$ cat config.mk
export PLATFORM = sky130hd
export DESIGN_NAME = adisp_top
export DESIGN_NICKNAME = d
export VERILOG_FILES = /design/src/hdl/adisp_pkg.sv /design/src/hdl/adisp_top.sv
export SDC_FILE = /design/constraint.sdc
export NUM_CORES = 1
export LEC_CHECK = 0
export ABC_AREA = 1
export BUFFER_PORTS_ARGS = -buffer_cell sky130_fd_sc_hd__clkbuf_2
export CORE_MARGIN = 4
export CORE_UTILIZATION = 45
export CTS_CLUSTER_SIZE = 12
export DETAILED_ROUTE_END_ITERATION = 6
export PLACE_DENSITY = 0.72
export SYNTH_ARGS = -nofsm -noshare
export SYNTH_HDL_FRONTEND = slang
export SYNTH_SLANG_ARGS = --single-unit
export TNS_END_PERCENT = 5
$ cat constraint.sdc
create_clock -name SYS_CLK -period 2 [get_ports SYS_CLK]
set_input_delay 0.1 -clock SYS_CLK [delete_from_list [all_inputs] [get_ports SYS_CLK]]
set_output_delay 0.1 -clock SYS_CLK [all_outputs]
set_load 0.02 [all_outputs]
$ cat src/hdl/adisp_pkg.sv
// Shared constants and types for the serial slave front end.
// Assumes a single system clock at the rate given by CLK_NS.
package adisp_pkg;

    // System clock period in ns.
    localparam int CLK_NS = 25;

    // Least low time on SDA that counts as a wake, and the settle delay after it.
    localparam int WAKE_LOW_NS  = 60000;
    localparam int WAKE_HIGH_US = 2500;
    localparam int WLO_CYC = (WAKE_LOW_NS + CLK_NS - 1) / CLK_NS;
    localparam int WHI_CYC = (WAKE_HIGH_US * 1000 + CLK_NS - 1) / CLK_NS;

    // Word address functions.
    localparam logic [7:0] WA_RESET = 8'h00;
    localparam logic [7:0] WA_SLEEP = 8'h01;
    localparam logic [7:0] WA_IDLE  = 8'h02;
    localparam logic [7:0] WA_CMD   = 8'h03;

    // Input buffer capacity in bytes.
    localparam logic [6:0] BUF_BYTES = 7'h54;

    // Status block offered after wake.
    localparam logic [7:0] STAT_COUNT = 8'h04;
    localparam logic [7:0] STAT_WAKE  = 8'h11;
    localparam logic [7:0] FLOAT_BYTE = 8'hff;
    localparam logic [2:0] STAT_LEN   = 3'h4;

    localparam logic [3:0] BYTE_BITS = 4'h8;

    typedef enum logic [1:0] {
        P_SLEEP  = 2'b00,
        P_WAKEHI = 2'b01,
        P_AWAKE  = 2'b10,
        P_IDLE   = 2'b11
    } adisp_pwr_t;

    typedef enum logic [2:0] {
        L_WAIT  = 3'b000,
        L_RX    = 3'b001,
        L_ACK   = 3'b010,
        L_TX    = 3'b011,
        L_TXACK = 3'b100
    } adisp_link_t;

    typedef enum logic [1:0] {
        K_ADDR = 2'b00,
        K_WORD = 2'b01,
        K_DATA = 2'b10
    } adisp_kind_t;

    typedef struct packed {
        logic       last;
        logic [7:0] data;
    } adisp_byte_t;

endpackage

$ cat src/hdl/adisp_top.sv
// Serial slave front end: wake detection, bit and byte handling, address match,
// word address decode and loading of command bytes toward the command engine.
// Assumes SCL and SDA come from pins; EXEC_DONE and CMD_READY share SYS_CLK.
`timescale 1ns/1ps
`default_nettype none

module adisp_top #(
    parameter int          WHI_CYC  = adisp_pkg::WHI_CYC,
    parameter logic [15:0] STAT_CRC = 16'h0000
) (
    // Clock, reset and enable.
    input  wire logic                   SYS_CLK,
    input  wire logic                   RST_N,
    input  wire logic                   CLK_EN,
    // Serial pins.
    input  wire logic                   SCL_IN,
    input  wire logic                   SDA_IN,
    output var  logic                   SDA_OUT,
    output var  logic                   SDA_OE,
    // Configuration.
    input  wire logic [6:0]             DEV_ADDR,
    // Command byte stream.
    output var  logic                   CMD_VALID,
    output var  adisp_pkg::adisp_byte_t CMD_BYTE,
    input  wire logic                   CMD_READY,
    // Engine handshake and power status.
    output var  logic                   EXEC_START,
    input  wire logic                   EXEC_DONE,
    output var  logic                   BUSY,
    output var  logic                   AWAKE,
    output var  logic                   SLEEP_RST,
    output var  logic                   IDLE_ENTER,
    output var  logic                   PTR_RST
);

    localparam int TMAX = (WHI_CYC > adisp_pkg::WLO_CYC) ? WHI_CYC : adisp_pkg::WLO_CYC;
    localparam int TW   = $clog2(TMAX + 1);

    logic [2:0]             scl_r;
    logic [2:0]             sda_r;
    adisp_pkg::adisp_pwr_t  pwr_r;
    logic [TW-1:0]          tmr_r;
    adisp_pkg::adisp_link_t lst_r;
    adisp_pkg::adisp_kind_t kind_r;
    logic [3:0]             bitcnt_r;
    logic [7:0]             shift_r;
    logic                   oe_r;
    logic                   rd_r;
    logic                   mack_r;
    logic [2:0]             rd_ptr_r;
    logic [7:0]             wa_r;
    logic                   wa_v_r;
    logic [6:0]             rcvd_r;
    logic [7:0]             len_r;
    logic                   busy_r;
    logic                   stat_v_r;
    logic                   start_p_r;
    logic                   sleep_p_r;
    logic                   idle_p_r;
    logic                   ptr_p_r;
    logic                   awake_o_r;
    adisp_pkg::adisp_byte_t out_r;
    adisp_pkg::adisp_byte_t skid_r;
    logic                   out_v_r;
    logic                   skid_v_r;

    // Only the second and third stages are read; the first stage is metastable-prone.
    wire scl      = scl_r[1];
    wire sda      = sda_r[1];
    wire awake    = (pwr_r == adisp_pkg::P_AWAKE);
    wire scl_rise = scl & ~scl_r[2];
    wire scl_fall = ~scl & scl_r[2];
    wire start_ev = awake & scl & scl_r[2] & sda_r[2] & ~sda;
    wire stop_ev  = awake & scl & scl_r[2] & ~sda_r[2] & sda;
    wire decide   = awake & (lst_r == adisp_pkg::L_RX) & (bitcnt_r == adisp_pkg::BYTE_BITS)
                    & scl_fall;
    wire addr_ok  = (shift_r[7:1] == DEV_ADDR);
    wire complete = (rcvd_r != 7'h00) & ({1'b0, rcvd_r} >= len_r);
    wire accept   = (kind_r == adisp_pkg::K_DATA) & wa_v_r & (wa_r == adisp_pkg::WA_CMD)
                    & ~busy_r & ~complete & (rcvd_r < adisp_pkg::BUF_BYTES) & ~skid_v_r;
    wire push     = decide & accept;
    wire stop_ok  = stop_ev & ~busy_r & wa_v_r;
    wire go_sleep = stop_ok & (wa_r == adisp_pkg::WA_SLEEP);
    wire go_idle  = stop_ok & (wa_r == adisp_pkg::WA_IDLE);
    wire pop      = out_v_r & CMD_READY;
    wire [7:0] nrcvd = {1'b0, rcvd_r} + 8'h01;
    wire last_b   = (rcvd_r == 7'h00) ? (shift_r <= 8'h01) : (nrcvd == len_r);
    wire word_rst = decide & (kind_r == adisp_pkg::K_WORD) & (shift_r == adisp_pkg::WA_RESET);

    logic ack_now;
    always_comb
    begin
        unique case (kind_r)
            adisp_pkg::K_ADDR: ack_now = addr_ok & ~(shift_r[0] & busy_r);
            adisp_pkg::K_WORD: ack_now = 1'b1;
            default:           ack_now = accept;
        endcase
    end

    // Byte offered to a reading master; a partial command reads as a floating bus.
    function automatic logic [7:0] rd_byte(input logic [2:0] ptr, input logic sv);
        logic [7:0] b;
        b = adisp_pkg::FLOAT_BYTE;
        if (sv && ptr < adisp_pkg::STAT_LEN)
        begin
            unique case (ptr[1:0])
                2'h0: b = adisp_pkg::STAT_COUNT;
                2'h1: b = adisp_pkg::STAT_WAKE;
                2'h2: b = STAT_CRC[7:0];
                2'h3: b = STAT_CRC[15:8];
            endcase
        end
        return b;
    endfunction

    wire       rd_sv  = stat_v_r & (rcvd_r == 7'h00);
    wire [7:0] rd_now = rd_byte(rd_ptr_r, rd_sv);

    always_ff @(posedge SYS_CLK or negedge RST_N)
    begin
        if (!RST_N)
        begin
            scl_r <= 3'h7;
            sda_r <= 3'h7;
        end
        else if (CLK_EN)
        begin
            scl_r <= {scl_r[1:0], SCL_IN};
            sda_r <= {sda_r[1:0], SDA_IN};
        end
    end

    // Power state; wake detection looks only at SDA, SCL enters only through the stop that ends a sleep or idle word.
    always_ff @(posedge SYS_CLK or negedge RST_N)
    begin
        if (!RST_N)
        begin
            pwr_r <= adisp_pkg::P_SLEEP;
            tmr_r <= '0;
        end
        else if (CLK_EN)
        begin
            unique case (pwr_r)
                adisp_pkg::P_SLEEP, adisp_pkg::P_IDLE:
                begin
                    if (sda)
                        tmr_r <= '0;
                    else if (tmr_r >= TW'(adisp_pkg::WLO_CYC))
                    begin
                        pwr_r <= adisp_pkg::P_WAKEHI;
                        tmr_r <= '0;
                    end
                    else
                        tmr_r <= tmr_r + 1'b1;
                end
                adisp_pkg::P_WAKEHI:
                begin
                    if (tmr_r >= TW'(WHI_CYC - 1))
                    begin
                        pwr_r <= adisp_pkg::P_AWAKE;
                        tmr_r <= '0;
                    end
                    else
                        tmr_r <= tmr_r + 1'b1;
                end
                adisp_pkg::P_AWAKE:
                begin
                    tmr_r <= '0;
                    if (go_sleep)
                        pwr_r <= adisp_pkg::P_SLEEP;
                    else if (go_idle)
                        pwr_r <= adisp_pkg::P_IDLE;
                end
            endcase
        end
    end

    // Bit and byte engine; SDA is only ever pulled low.
    always_ff @(posedge SYS_CLK or negedge RST_N)
    begin
        if (!RST_N)
        begin
            lst_r    <= adisp_pkg::L_WAIT;
            kind_r   <= adisp_pkg::K_ADDR;
            bitcnt_r <= 4'h0;
            shift_r  <= 8'h00;
            oe_r     <= 1'b0;
            rd_r     <= 1'b0;
            mack_r   <= 1'b0;
            rd_ptr_r <= 3'h0;
        end
        else if (CLK_EN)
        begin
            if (!awake)
            begin
                lst_r    <= adisp_pkg::L_WAIT;
                oe_r     <= 1'b0;
                rd_ptr_r <= 3'h0;
            end
            else if (start_ev)
            begin
                lst_r    <= adisp_pkg::L_RX;
                kind_r   <= adisp_pkg::K_ADDR;
                bitcnt_r <= 4'h0;
                oe_r     <= 1'b0;
                rd_r     <= 1'b0;
            end
            else if (stop_ev)
            begin
                lst_r <= adisp_pkg::L_WAIT;
                oe_r  <= 1'b0;
            end
            else
            begin
                if (word_rst && !busy_r)
                    rd_ptr_r <= 3'h0;
                unique case (lst_r)
                    adisp_pkg::L_WAIT: oe_r <= 1'b0;
                    adisp_pkg::L_RX:
                    begin
                        if (scl_rise)
                        begin
                            shift_r  <= {shift_r[6:0], sda};
                            bitcnt_r <= bitcnt_r + 4'h1;
                        end
                        else if (decide)
                        begin
                            oe_r <= ack_now;
                            rd_r <= (kind_r == adisp_pkg::K_ADDR) & shift_r[0];
                            if (kind_r == adisp_pkg::K_ADDR && !ack_now)
                                lst_r <= adisp_pkg::L_WAIT;
                            else
                                lst_r <= adisp_pkg::L_ACK;
                        end
                    end
                    adisp_pkg::L_ACK:
                    begin
                        if (scl_fall)
                        begin
                            bitcnt_r <= 4'h0;
                            if (rd_r)
                            begin
                                shift_r  <= rd_now;
                                oe_r     <= ~rd_now[7];
                                lst_r    <= adisp_pkg::L_TX;
                                rd_ptr_r <= (rd_ptr_r == adisp_pkg::STAT_LEN) ? rd_ptr_r
                                            : rd_ptr_r + 3'h1;
                            end
                            else
                            begin
                                oe_r   <= 1'b0;
                                lst_r  <= adisp_pkg::L_RX;
                                kind_r <= (kind_r == adisp_pkg::K_ADDR) ? adisp_pkg::K_WORD
                                          : adisp_pkg::K_DATA;
                            end
                        end
                    end
                    adisp_pkg::L_TX:
                    begin
                        if (scl_rise)
                            bitcnt_r <= bitcnt_r + 4'h1;
                        else if (scl_fall)
                        begin
                            if (bitcnt_r == adisp_pkg::BYTE_BITS)
                            begin
                                oe_r  <= 1'b0;
                                lst_r <= adisp_pkg::L_TXACK;
                            end
                            else
                            begin
                                shift_r <= {shift_r[6:0], 1'b1};
                                oe_r    <= ~shift_r[6];
                            end
                        end
                    end
                    adisp_pkg::L_TXACK:
                    begin
                        if (scl_rise)
                            mack_r <= ~sda;
                        else if (scl_fall)
                        begin
                            lst_r    <= mack_r ? adisp_pkg::L_TX : adisp_pkg::L_WAIT;
                            bitcnt_r <= 4'h0;
                            if (mack_r)
                            begin
                                shift_r  <= rd_now;
                                oe_r     <= ~rd_now[7];
                                rd_ptr_r <= (rd_ptr_r == adisp_pkg::STAT_LEN) ? rd_ptr_r
                                            : rd_ptr_r + 3'h1;
                            end
                        end
                    end
                    default: lst_r <= adisp_pkg::L_WAIT;
                endcase
            end
        end
    end

    // Command bookkeeping: word address, block length, busy and pulses.
    always_ff @(posedge SYS_CLK or negedge RST_N)
    begin
        if (!RST_N)
        begin
            wa_r      <= 8'h00;
            wa_v_r    <= 1'b0;
            rcvd_r    <= 7'h00;
            len_r     <= 8'h00;
            busy_r    <= 1'b0;
            stat_v_r  <= 1'b0;
            start_p_r <= 1'b0;
            sleep_p_r <= 1'b0;
            idle_p_r  <= 1'b0;
            ptr_p_r   <= 1'b0;
        end
        else if (CLK_EN)
        begin
            start_p_r <= 1'b0;
            sleep_p_r <= go_sleep;
            idle_p_r  <= go_idle;
            ptr_p_r   <= word_rst & ~busy_r;
            if (pwr_r == adisp_pkg::P_WAKEHI)
                stat_v_r <= 1'b1;
            if (!awake || go_sleep || go_idle)
            begin
                wa_v_r <= 1'b0;
                rcvd_r <= 7'h00;
                len_r  <= 8'h00;
            end
            else
            begin
                if (start_ev)
                    wa_v_r <= 1'b0;
                else if (decide && kind_r == adisp_pkg::K_WORD)
                begin
                    wa_r   <= shift_r;
                    wa_v_r <= 1'b1;
                end
                if (word_rst && !busy_r)
                begin
                    rcvd_r <= 7'h00;
                    len_r  <= 8'h00;
                end
                else if (push)
                begin
                    rcvd_r <= rcvd_r + 7'h01;
                    if (rcvd_r == 7'h00)
                        len_r <= shift_r;
                end
                else if (busy_r && EXEC_DONE)
                begin
                    rcvd_r <= 7'h00;
                    len_r  <= 8'h00;
                end
                if (busy_r && EXEC_DONE)
                    busy_r <= 1'b0;
                else if (stop_ev && !busy_r && complete && !go_sleep && !go_idle)
                begin
                    busy_r    <= 1'b1;
                    start_p_r <= 1'b1;
                    stat_v_r  <= 1'b0;
                end
            end
        end
    end

    // Two-entry buffer; when the skid entry is full further bytes are refused on the bus.
    always_ff @(posedge SYS_CLK or negedge RST_N)
    begin
        if (!RST_N)
        begin
            out_r    <= '0;
            skid_r   <= '0;
            out_v_r  <= 1'b0;
            skid_v_r <= 1'b0;
        end
        else if (CLK_EN)
        begin
            if (go_sleep || go_idle)
            begin
                out_v_r  <= 1'b0;
                skid_v_r <= 1'b0;
            end
            else if (pop || !out_v_r)
            begin
                if (skid_v_r)
                begin
                    out_r    <= skid_r;
                    skid_v_r <= 1'b0;
                end
                else
                begin
                    out_r   <= '{last: last_b, data: shift_r};
                    out_v_r <= push;
                end
            end
            else if (push)
            begin
                skid_r   <= '{last: last_b, data: shift_r};
                skid_v_r <= 1'b1;
            end
        end
    end

    always_ff @(posedge SYS_CLK or negedge RST_N)
    begin
        if (!RST_N)
            awake_o_r <= 1'b0;
        else if (CLK_EN)
            awake_o_r <= awake;
    end

    assign SDA_OUT    = 1'b0;
    assign SDA_OE     = oe_r;
    assign CMD_VALID  = out_v_r;
    assign CMD_BYTE   = out_r;
    assign EXEC_START = start_p_r;
    assign BUSY       = busy_r;
    assign AWAKE      = awake_o_r;
    assign SLEEP_RST  = sleep_p_r;
    assign IDLE_ENTER = idle_p_r;
    assign PTR_RST    = ptr_p_r;
endmodule

`default_nettype wire

==> results.ini, run 1 <==
[status]
status = finished, final reports clean

[final_layout]
fin_cells = 1108
drive_above_1_share_pct = 18.2
num_antenna_cells = 0
final_nets = 960
fillers = 1268
final_core_util_pct = 55.3
multi_input_area_sq_mm = 0.00328
area.sequential_sq_mm = 0.00249
areaGrowthSynthToFinish_pct = 18.9
stdcell_area_sq_mm = 0.00738

[clock_network]
cts_tree = built
clock-sinks = 99
clock_latency_ns = 0.37
cts_buffer_depth = 2
cts_buffers = 9
clkTransAtPathRegs_ns = 0.09
htreeDepth = 3
root_buffer = clkbuf_16

[global_routing]
grt_pass1_wl_um = 25700
antenna_found_initial = 0
grt-ovfl-total = 0
grt_usage_pct = 19.8
grt_start_max_net_pins = 46
grt_pass1_vias = 5302

[placed_design]
post-place-ws_ns = 0.0302
hpwl_um = 11400
dpl-instance-area_sq_mm = 0.00677
dp.cells = 1074
gp_congestion = 0.964
port_buffers = 30

[routing]
drt-total-wl_um = 15300
post_drt_via_cell_ratio = 5.08
ant_nets = 0
vias = 5630
drtIter0Drc = 420
wl_per_cell_um = 13.8
dr.pass1.iters = 5
drc_errors = 0

[critical_path]
worst_path_max_delay_cell = dfrtp_1
crit_path_cell_trace = inv_1 -> ha_4 -> nand2_1 -> nand2_1 -> nand2_1 -> nand2_1 -> nand2_1 -> nand3_2 -> nand2_2 -> nand4_4 -> buf_12 -> buf_6 -> nand3_1 -> o21ai_0
crit_type = reg2reg
r2r_setup_slack_ns = 0.0007
worstSetupStartpointType = flip-flop
crit_path_frequent_cell = nand2_1
crit_family = simple AND/OR/NAND/NOR gates
path_buf_inv = 3
cp_slowest_stage_delay_ns = 0.43
critical_path_arrival_ns = 2.23
critPathCaptureType = flip-flop
worstPathRequired_ns = 2.23
crit_path_max_fanout = 8

[floorplan]
num_rows = 42
die_area_sq_mm = 0.0157
core_sq_mm = 0.0133
ios = 32
die_h_um = 125
fp.dieW_um = 125
start_util_pct = 46.5

[power]
power_density_mw_per_mm2 = 663
p_leak_nw = 3.64
max-vdd-ir-drop_v = 0.000549

[synth]
synth_edf_count = 0
synth_area_per_cell_sq_um = 7.29
ys_warn_count = 0
ys_top_cells_by_count = nand2_1 (221), inv_1 (118), dfrtp_1 (93)
synthArstFlopShare_pct = 100
syn_nets = 884
netlist.area_leader.share_pct = 37.5
seq_area_frac_synth_pct = 40.0
synth.most_common_cell = nand2_1
synth.area.top_cells = dfrtp_1 (38%), nand2_1 (13%), inv_1 (7.1%), nor2_1 (5.5%), o21ai_0 (4.5%)
yosys_register_bits = 99
netlist_instances = 851
synth_flop_cell = dfrtp_1
syn_area_sq_mm = 0.00620
synthDistinctLibCells = 46
synth_top_area_cell = dfrtp_1

[sta]
slew_violations = 0
post-route-period-util_pct = 100
skew_ns = 0.0185
setup_viol = 0
min_period_ns = 2.00
rsz0062_at_grt = yes
setup_ws_ns = 0.000731
hold_viol_final = 0
clock.fmax_mhz = 500

[run]
maxCapViolCount = 0

[hold_path]
hold_path_class = in2reg

[kinds of logic after synthesis]
| kind of cell | share of synthesized area, % |
|---|---|
| other | 0.0604 |
| buffers and inverters | 9.48 |
| AOI/OAI and AO/OA | 11.4 |
| adders and majority gates | 3.83 |
| DFF | 40.0 |
| xor gates and xnor gates | 2.54 |
| and+or+nand+nor | 32.5 |
| muxes | 0.181 |
[final timing paths]
check                                              to  cells past startpoint                  from
worst min register to register   sda_r[0]$_DFFE_PN1P_                      2  sda_r[0]$_DFFE_PN1P_
min in group asynchronous       skid_r[2]$_DFFE_PN0P_                      2                 RST_N
worst min-delay path                 BUSY$_DFFE_PN0P_                      4             EXEC_DONE
max in group asynchronous        scl_r[0]$_DFFE_PN1P_                      3                 RST_N
worst max-delay path            rcvd_r[0]$_DFFE_PN0P_                     14  len_r[1]$_DFFE_PN0P_
worst max register to register  rcvd_r[0]$_DFFE_PN0P_                     14  len_r[1]$_DFFE_PN0P_
[stage by stage]
stage	hold WS (ns)	power, W	setup TNS [ns]
finish	0.0539	0.00489	0
floorplan	-0.196	0.00270	0
global route	0.0708	0.00517	-2.08
CTS	0.0443	0.00486	0
detailed placement	0.0157	0.00299	0
global placement	0.0121	0.00298	0
[report_power, final]
part / internal, W / switching (W) / leakage [nW]
clock: 0.00101 / 0.000859 / 0.152
combinational: 0.000315 / 0.000553 / 2.24
sequential: 0.00209 / 0.0000706 / 1.25
[worst register-to-register path, delay by kind of cell (launching register included)]
| family | cells | cell delay [ns] |
|---|---|---|
| AND/OR/NAND/NOR | 9 | 0.73 |
| adder cells (fa/ha/maj) | 1 | 0.21 |
| buffers and inverters | 3 | 0.43 |
| AO/OA/AOI/OAI | 1 | 0.07 |
| flip-flops | 1 | 0.43 |
[registers in the layout, summed over array words and instances, names as in the netlist, 2 cells and up]
name	flops
tmr_r	17
shift_r	8
CMD_BYTE	9
rd_ptr_r	3
kind_r	2
bitcnt_r	4
len_r	8
wa_r	8
lst_r	3
pwr_r	2
scl_r	3
rcvd_r	7
sda_r	3
skid_r	9
[layout make-up]
type,count,share of cell area (%)
Timing Repair Buffer,80,7.99
Multi-Input combinational cell,607,44.4
Tap cell,176,2.98
Clock inverter,7,1.20
Sequential cell,99,33.7
Inverter,130,6.65
Clock buffer,9,3.05
[layer usage]
layer,GRT usage [%],part of all wire (%),vias up
li1,-,-,2876
met1,27.4,48,2602
met2,32.0,47,133
met3,3.67,4.1,19
met4,5.74,1.4,0
met5,0,0,-
[cells in the final DEF, fill, tap and decap left out, types with 6 or more instances in the layout]
cell type	count
dfrtp_1	92
nand2_1	218
nor2_2	7
nand2_2	10
ha_1	17
clkbuf_2	29
o21ai_1	18
nand4_1	27
nand3_1	41
inv_2	11
buf_4	43
clkbuf_16	9
o21ai_0	56
nor2_4	11
a21oi_1	25
o22ai_1	8
xor2_1	15
nor3_1	14
nor2_1	86
dfstp_2	6
inv_1	116
[repair_timing]
action | 4_1_cts | 5_1_grt
resized for setup | 1 | 26
buffers inserted | 0 | 12
hold buffers | 3 | 0
hold endpoints to repair | 80 | 0
gates cloned | 0 | 3
pin swaps | 0 | 10
endpoints found under the setup margin | 1 | 46
Note: power is estimated with default switching activity, not from simulation.
==> inputs of run 2 (changes only) <==
CORE_UTILIZATION = 62   (was 45)
PLACE_DENSITY = 0.91   (was 0.72)
==> run 2 against run 1 <==
Net effect: the run now ends with setup timing left; register-to-register slack got worse by 0.10 ns; worst setup slack got worse by 0.10 ns; cell count shrank 3.9%; clock skew is 0.0024 ns lower; core utilization up 19 points; die area down 26%; flip-flop and latch count unchanged; critical endpoint is now len_r[3]$_DFFE_PN0P_.
==> results.ini, run 2 (synthesis gave the netlist of run 1 again) <==
[routing]
vias = 6227  ; was 5630
wl_per_cell_um = 16.3  ; was 13.8 um
ant_nets = 0  ; unchanged
post_drt_via_cell_ratio = 5.85  ; was 5.08
drc_errors = 0  ; unchanged
drt-total-wl_um = 17400  ; was 15300 um
dr.pass1.iters = 6  ; was 5
drtIter0Drc = 681  ; was 420

[critical_path]
crit_type = reg2reg  ; unchanged
worst_path_max_delay_cell = dfrtp_1  ; unchanged
r2r_setup_slack_ns = -0.10  ; was 0.0007 ns
cp_slowest_stage_delay_ns = 0.39  ; was 0.43 ns
worstPathRequired_ns = 2.31  ; was 2.23 ns
worstSetupStartpointType = flip-flop  ; unchanged
crit_path_cell_trace = inv_1 -> ha_1 -> nand2_1 -> a21oi_1 -> nor2_1 -> nand3_2 -> nand2_4 -> nand2_4 -> nor2_4 -> nand2_4 -> nand2_8 -> nand2_1 -> nand2_1  ; was inv_1 -> ha_4 -> nand2_1 -> nand2_1 -> nand2_1 -> nand2_1 -> nand2_1 -> nand3_2 -> nand2_2 -> nand4_4 -> buf_12 -> buf_6 -> nand3_1 -> o21ai_0
critPathCaptureType = flip-flop  ; unchanged
critical_path_arrival_ns = 2.42  ; was 2.23 ns
crit_path_max_fanout = 8  ; unchanged

[status]
status = complete, but fails checks  ; was finished, final reports clean
violations = setup timing

[global_routing]
grt_pass1_wl_um = 25700  ; about the same
grt_pass1_vias = 5704  ; was 5302
grt_start_max_net_pins = 53  ; was 46
antenna_found_initial = 0  ; unchanged
grt-ovfl-total = 0  ; unchanged
grt_usage_pct = 27.2  ; was 19.8%

[run]
maxCapViolCount = 0  ; unchanged

[power]
p_int_w = 0.00304  ; was 0.00341 W
power_density_mw_per_mm2 = 614  ; was 663 mW/mm^2
max-vdd-ir-drop_v = 0.000594  ; was 0.000549 V
seqPwrFrac_pct = 48.8  ; was 44.1%
power_switching_w = 0.00138  ; was 0.00148 W
p_leak_nw = 3.61  ; was 3.64 nW
switching_share_pct = 31.3  ; was 30.3%
p_clk_share_pct = 31.1  ; was 38.1%
p_comb_share_pct = 20.1  ; was 17.7%

[final_layout]
final_nets = 960  ; unchanged
regMostFlops = tmr_r  ; unchanged
num_antenna_cells = 0  ; unchanged
drive_above_1_share_pct = 18.7  ; was 18.2%
final_cell_mix = nand2_1 (215), inv_1 (115), dfrtp_1 (93)  ; was nand2_1 (218), inv_1 (116), dfrtp_1 (92)
stdcell_area_sq_mm = 0.00721  ; was 0.00738 sq mm
final_common_cell = nand2_1  ; unchanged
largest_reg_flops = 17  ; unchanged
areaGrowthSynthToFinish_pct = 16.3  ; was 18.9%

[clock_network]
root_buffer = clkbuf_8  ; was clkbuf_16
cts_buffer_depth = 2  ; unchanged
cts_tree = built  ; unchanged
clock_latency_ns = 0.38  ; was 0.37 ns
htreeDepth = 3  ; unchanged
cts_buffers = 9  ; unchanged
clkTransAtPathRegs_ns = 0.10  ; was 0.09 ns
clock-sinks = 99  ; unchanged

[floorplan]
start_util_pct = 63.5  ; was 46.5%
die_h_um = 108  ; was 125 um
core_sq_mm = 0.00977  ; was 0.0133 sq mm
fp.dieW_um = 108  ; was 125 um
ios = 32  ; unchanged
num_rows = 36  ; was 42
die_area_sq_mm = 0.0117  ; was 0.0157 sq mm

[placed_design]
port_buffers = 30  ; unchanged
hpwl_um = 11300  ; was 11400 um
gp_congestion = 0.973  ; was 0.964
dpl-instance-area_sq_mm = 0.00667  ; was 0.00677 sq mm

[sta]
skew_ns = 0.0161  ; was 0.0185 ns
setup-tns-final_ns = -0.870  ; was 0 ns
min_period_ns = 2.10  ; was 2.00 ns
hold_viol_final = 0  ; unchanged
worst_pin_slew_ns = 0.516
rsz0062_at_grt = yes  ; unchanged
post-route-period-util_pct = 105  ; was 100%
hold_ws_ns = 0.0316  ; was 0.0539 ns
slew_violations = 0  ; unchanged
setup_viol = 25  ; was 0
slew_headroom_pct = 65.5
setup_ws_ns = -0.102  ; was 0.000731 ns
clock.fmax_mhz = 476  ; was 500 MHz

[hold_path]
hold_path_class = in2reg  ; unchanged

run 2: cell count changes in the layout (fill, tap and decap cells not counted), sizes merged:
cell and change:
clkbuf +4, inv -4, nand2 +1, nor2 -1
run 2: worst max-delay path, delay by kind of cell (launching register included):
kind                     cells  cell delay [ns]
AND/OR/NAND/NOR             10             1.20
flip-flops                   1             0.39
adder cells (fa/ha/maj)      1             0.29
buffers and inverters        1             0.08
AO/OA/AOI/OAI                1             0.06
run 2: layer usage:
metal	vias up	routed length, um	track usage (%)
met5	-	0	0
met4	0	740	9.92
met3	82	1640	4.00
met2	414	8310	46.2
met1	2857	6720	35.6
li1	2874	-	-
run 2: through the flow:
stage,worst slack [ns],instances,util (%),total power (W)
detailed placement,-0.000672,1027,68.3,0.00298
floorplan,0.199,851,-,0.00270
CTS,-0.00664,1048,70.9,0.00431
global placement,0.0371,1027,68.3,0.00295
finish,-0.102,1065,73.8,0.00443
global route,-0.241,1065,73.8,0.00461
run 2: final cells by class:
cell class | instances | area (sq um)
multi-input cells | 607 | 3300
flip-flops and latches | 99 | 2480
clock inverters | 3 | 43.8
clock buffers | 13 | 159
repair buffers | 80 | 564
inverters | 130 | 494
well taps | 133 | 166
fillers | 746 | 2560
run 2: worst paths after layout:
check / startpoint / end / cells past startpoint
worst max-delay path: len_r[5]$_DFFE_PN0P_ / len_r[3]$_DFFE_PN0P_ / 13
worst min-delay path: CLK_EN / scl_r[2]$_DFFE_PN1P_ / 2
worst max register to register: len_r[5]$_DFFE_PN0P_ / len_r[3]$_DFFE_PN0P_ / 13
worst min register to register: sda_r[0]$_DFFE_PN1P_ / sda_r[0]$_DFFE_PN1P_ / 2
max in group asynchronous: RST_N / scl_r[2]$_DFFE_PN1P_ / 3
min in group asynchronous: RST_N / CMD_BYTE[2]$_DFFE_PN0P_ / 2
run 2: what timing repair did:
action                                 in CTS  in global routing
pin swaps                                   0                 16
hold buffers                                3                  0
setup endpoints to repair                   9                 56
gates resized for setup                     1                 35
endpoints found under the hold margin      73                  0
cloned                                      0                  3
setup buffers                               2                 14
run 2: power groups by stage:
stage / clock (W) / sequential (W) / combinational (W)
after floorplan: 0 / 0.00221 / 0.000493
after global placement: 0 / 0.00219 / 0.000761
after detailed placement: 0 / 0.00219 / 0.000789
after CTS: 0.00136 / 0.00215 / 0.000800
after global routing: 0.00144 / 0.00217 / 0.000994
final: 0.00138 / 0.00216 / 0.000891
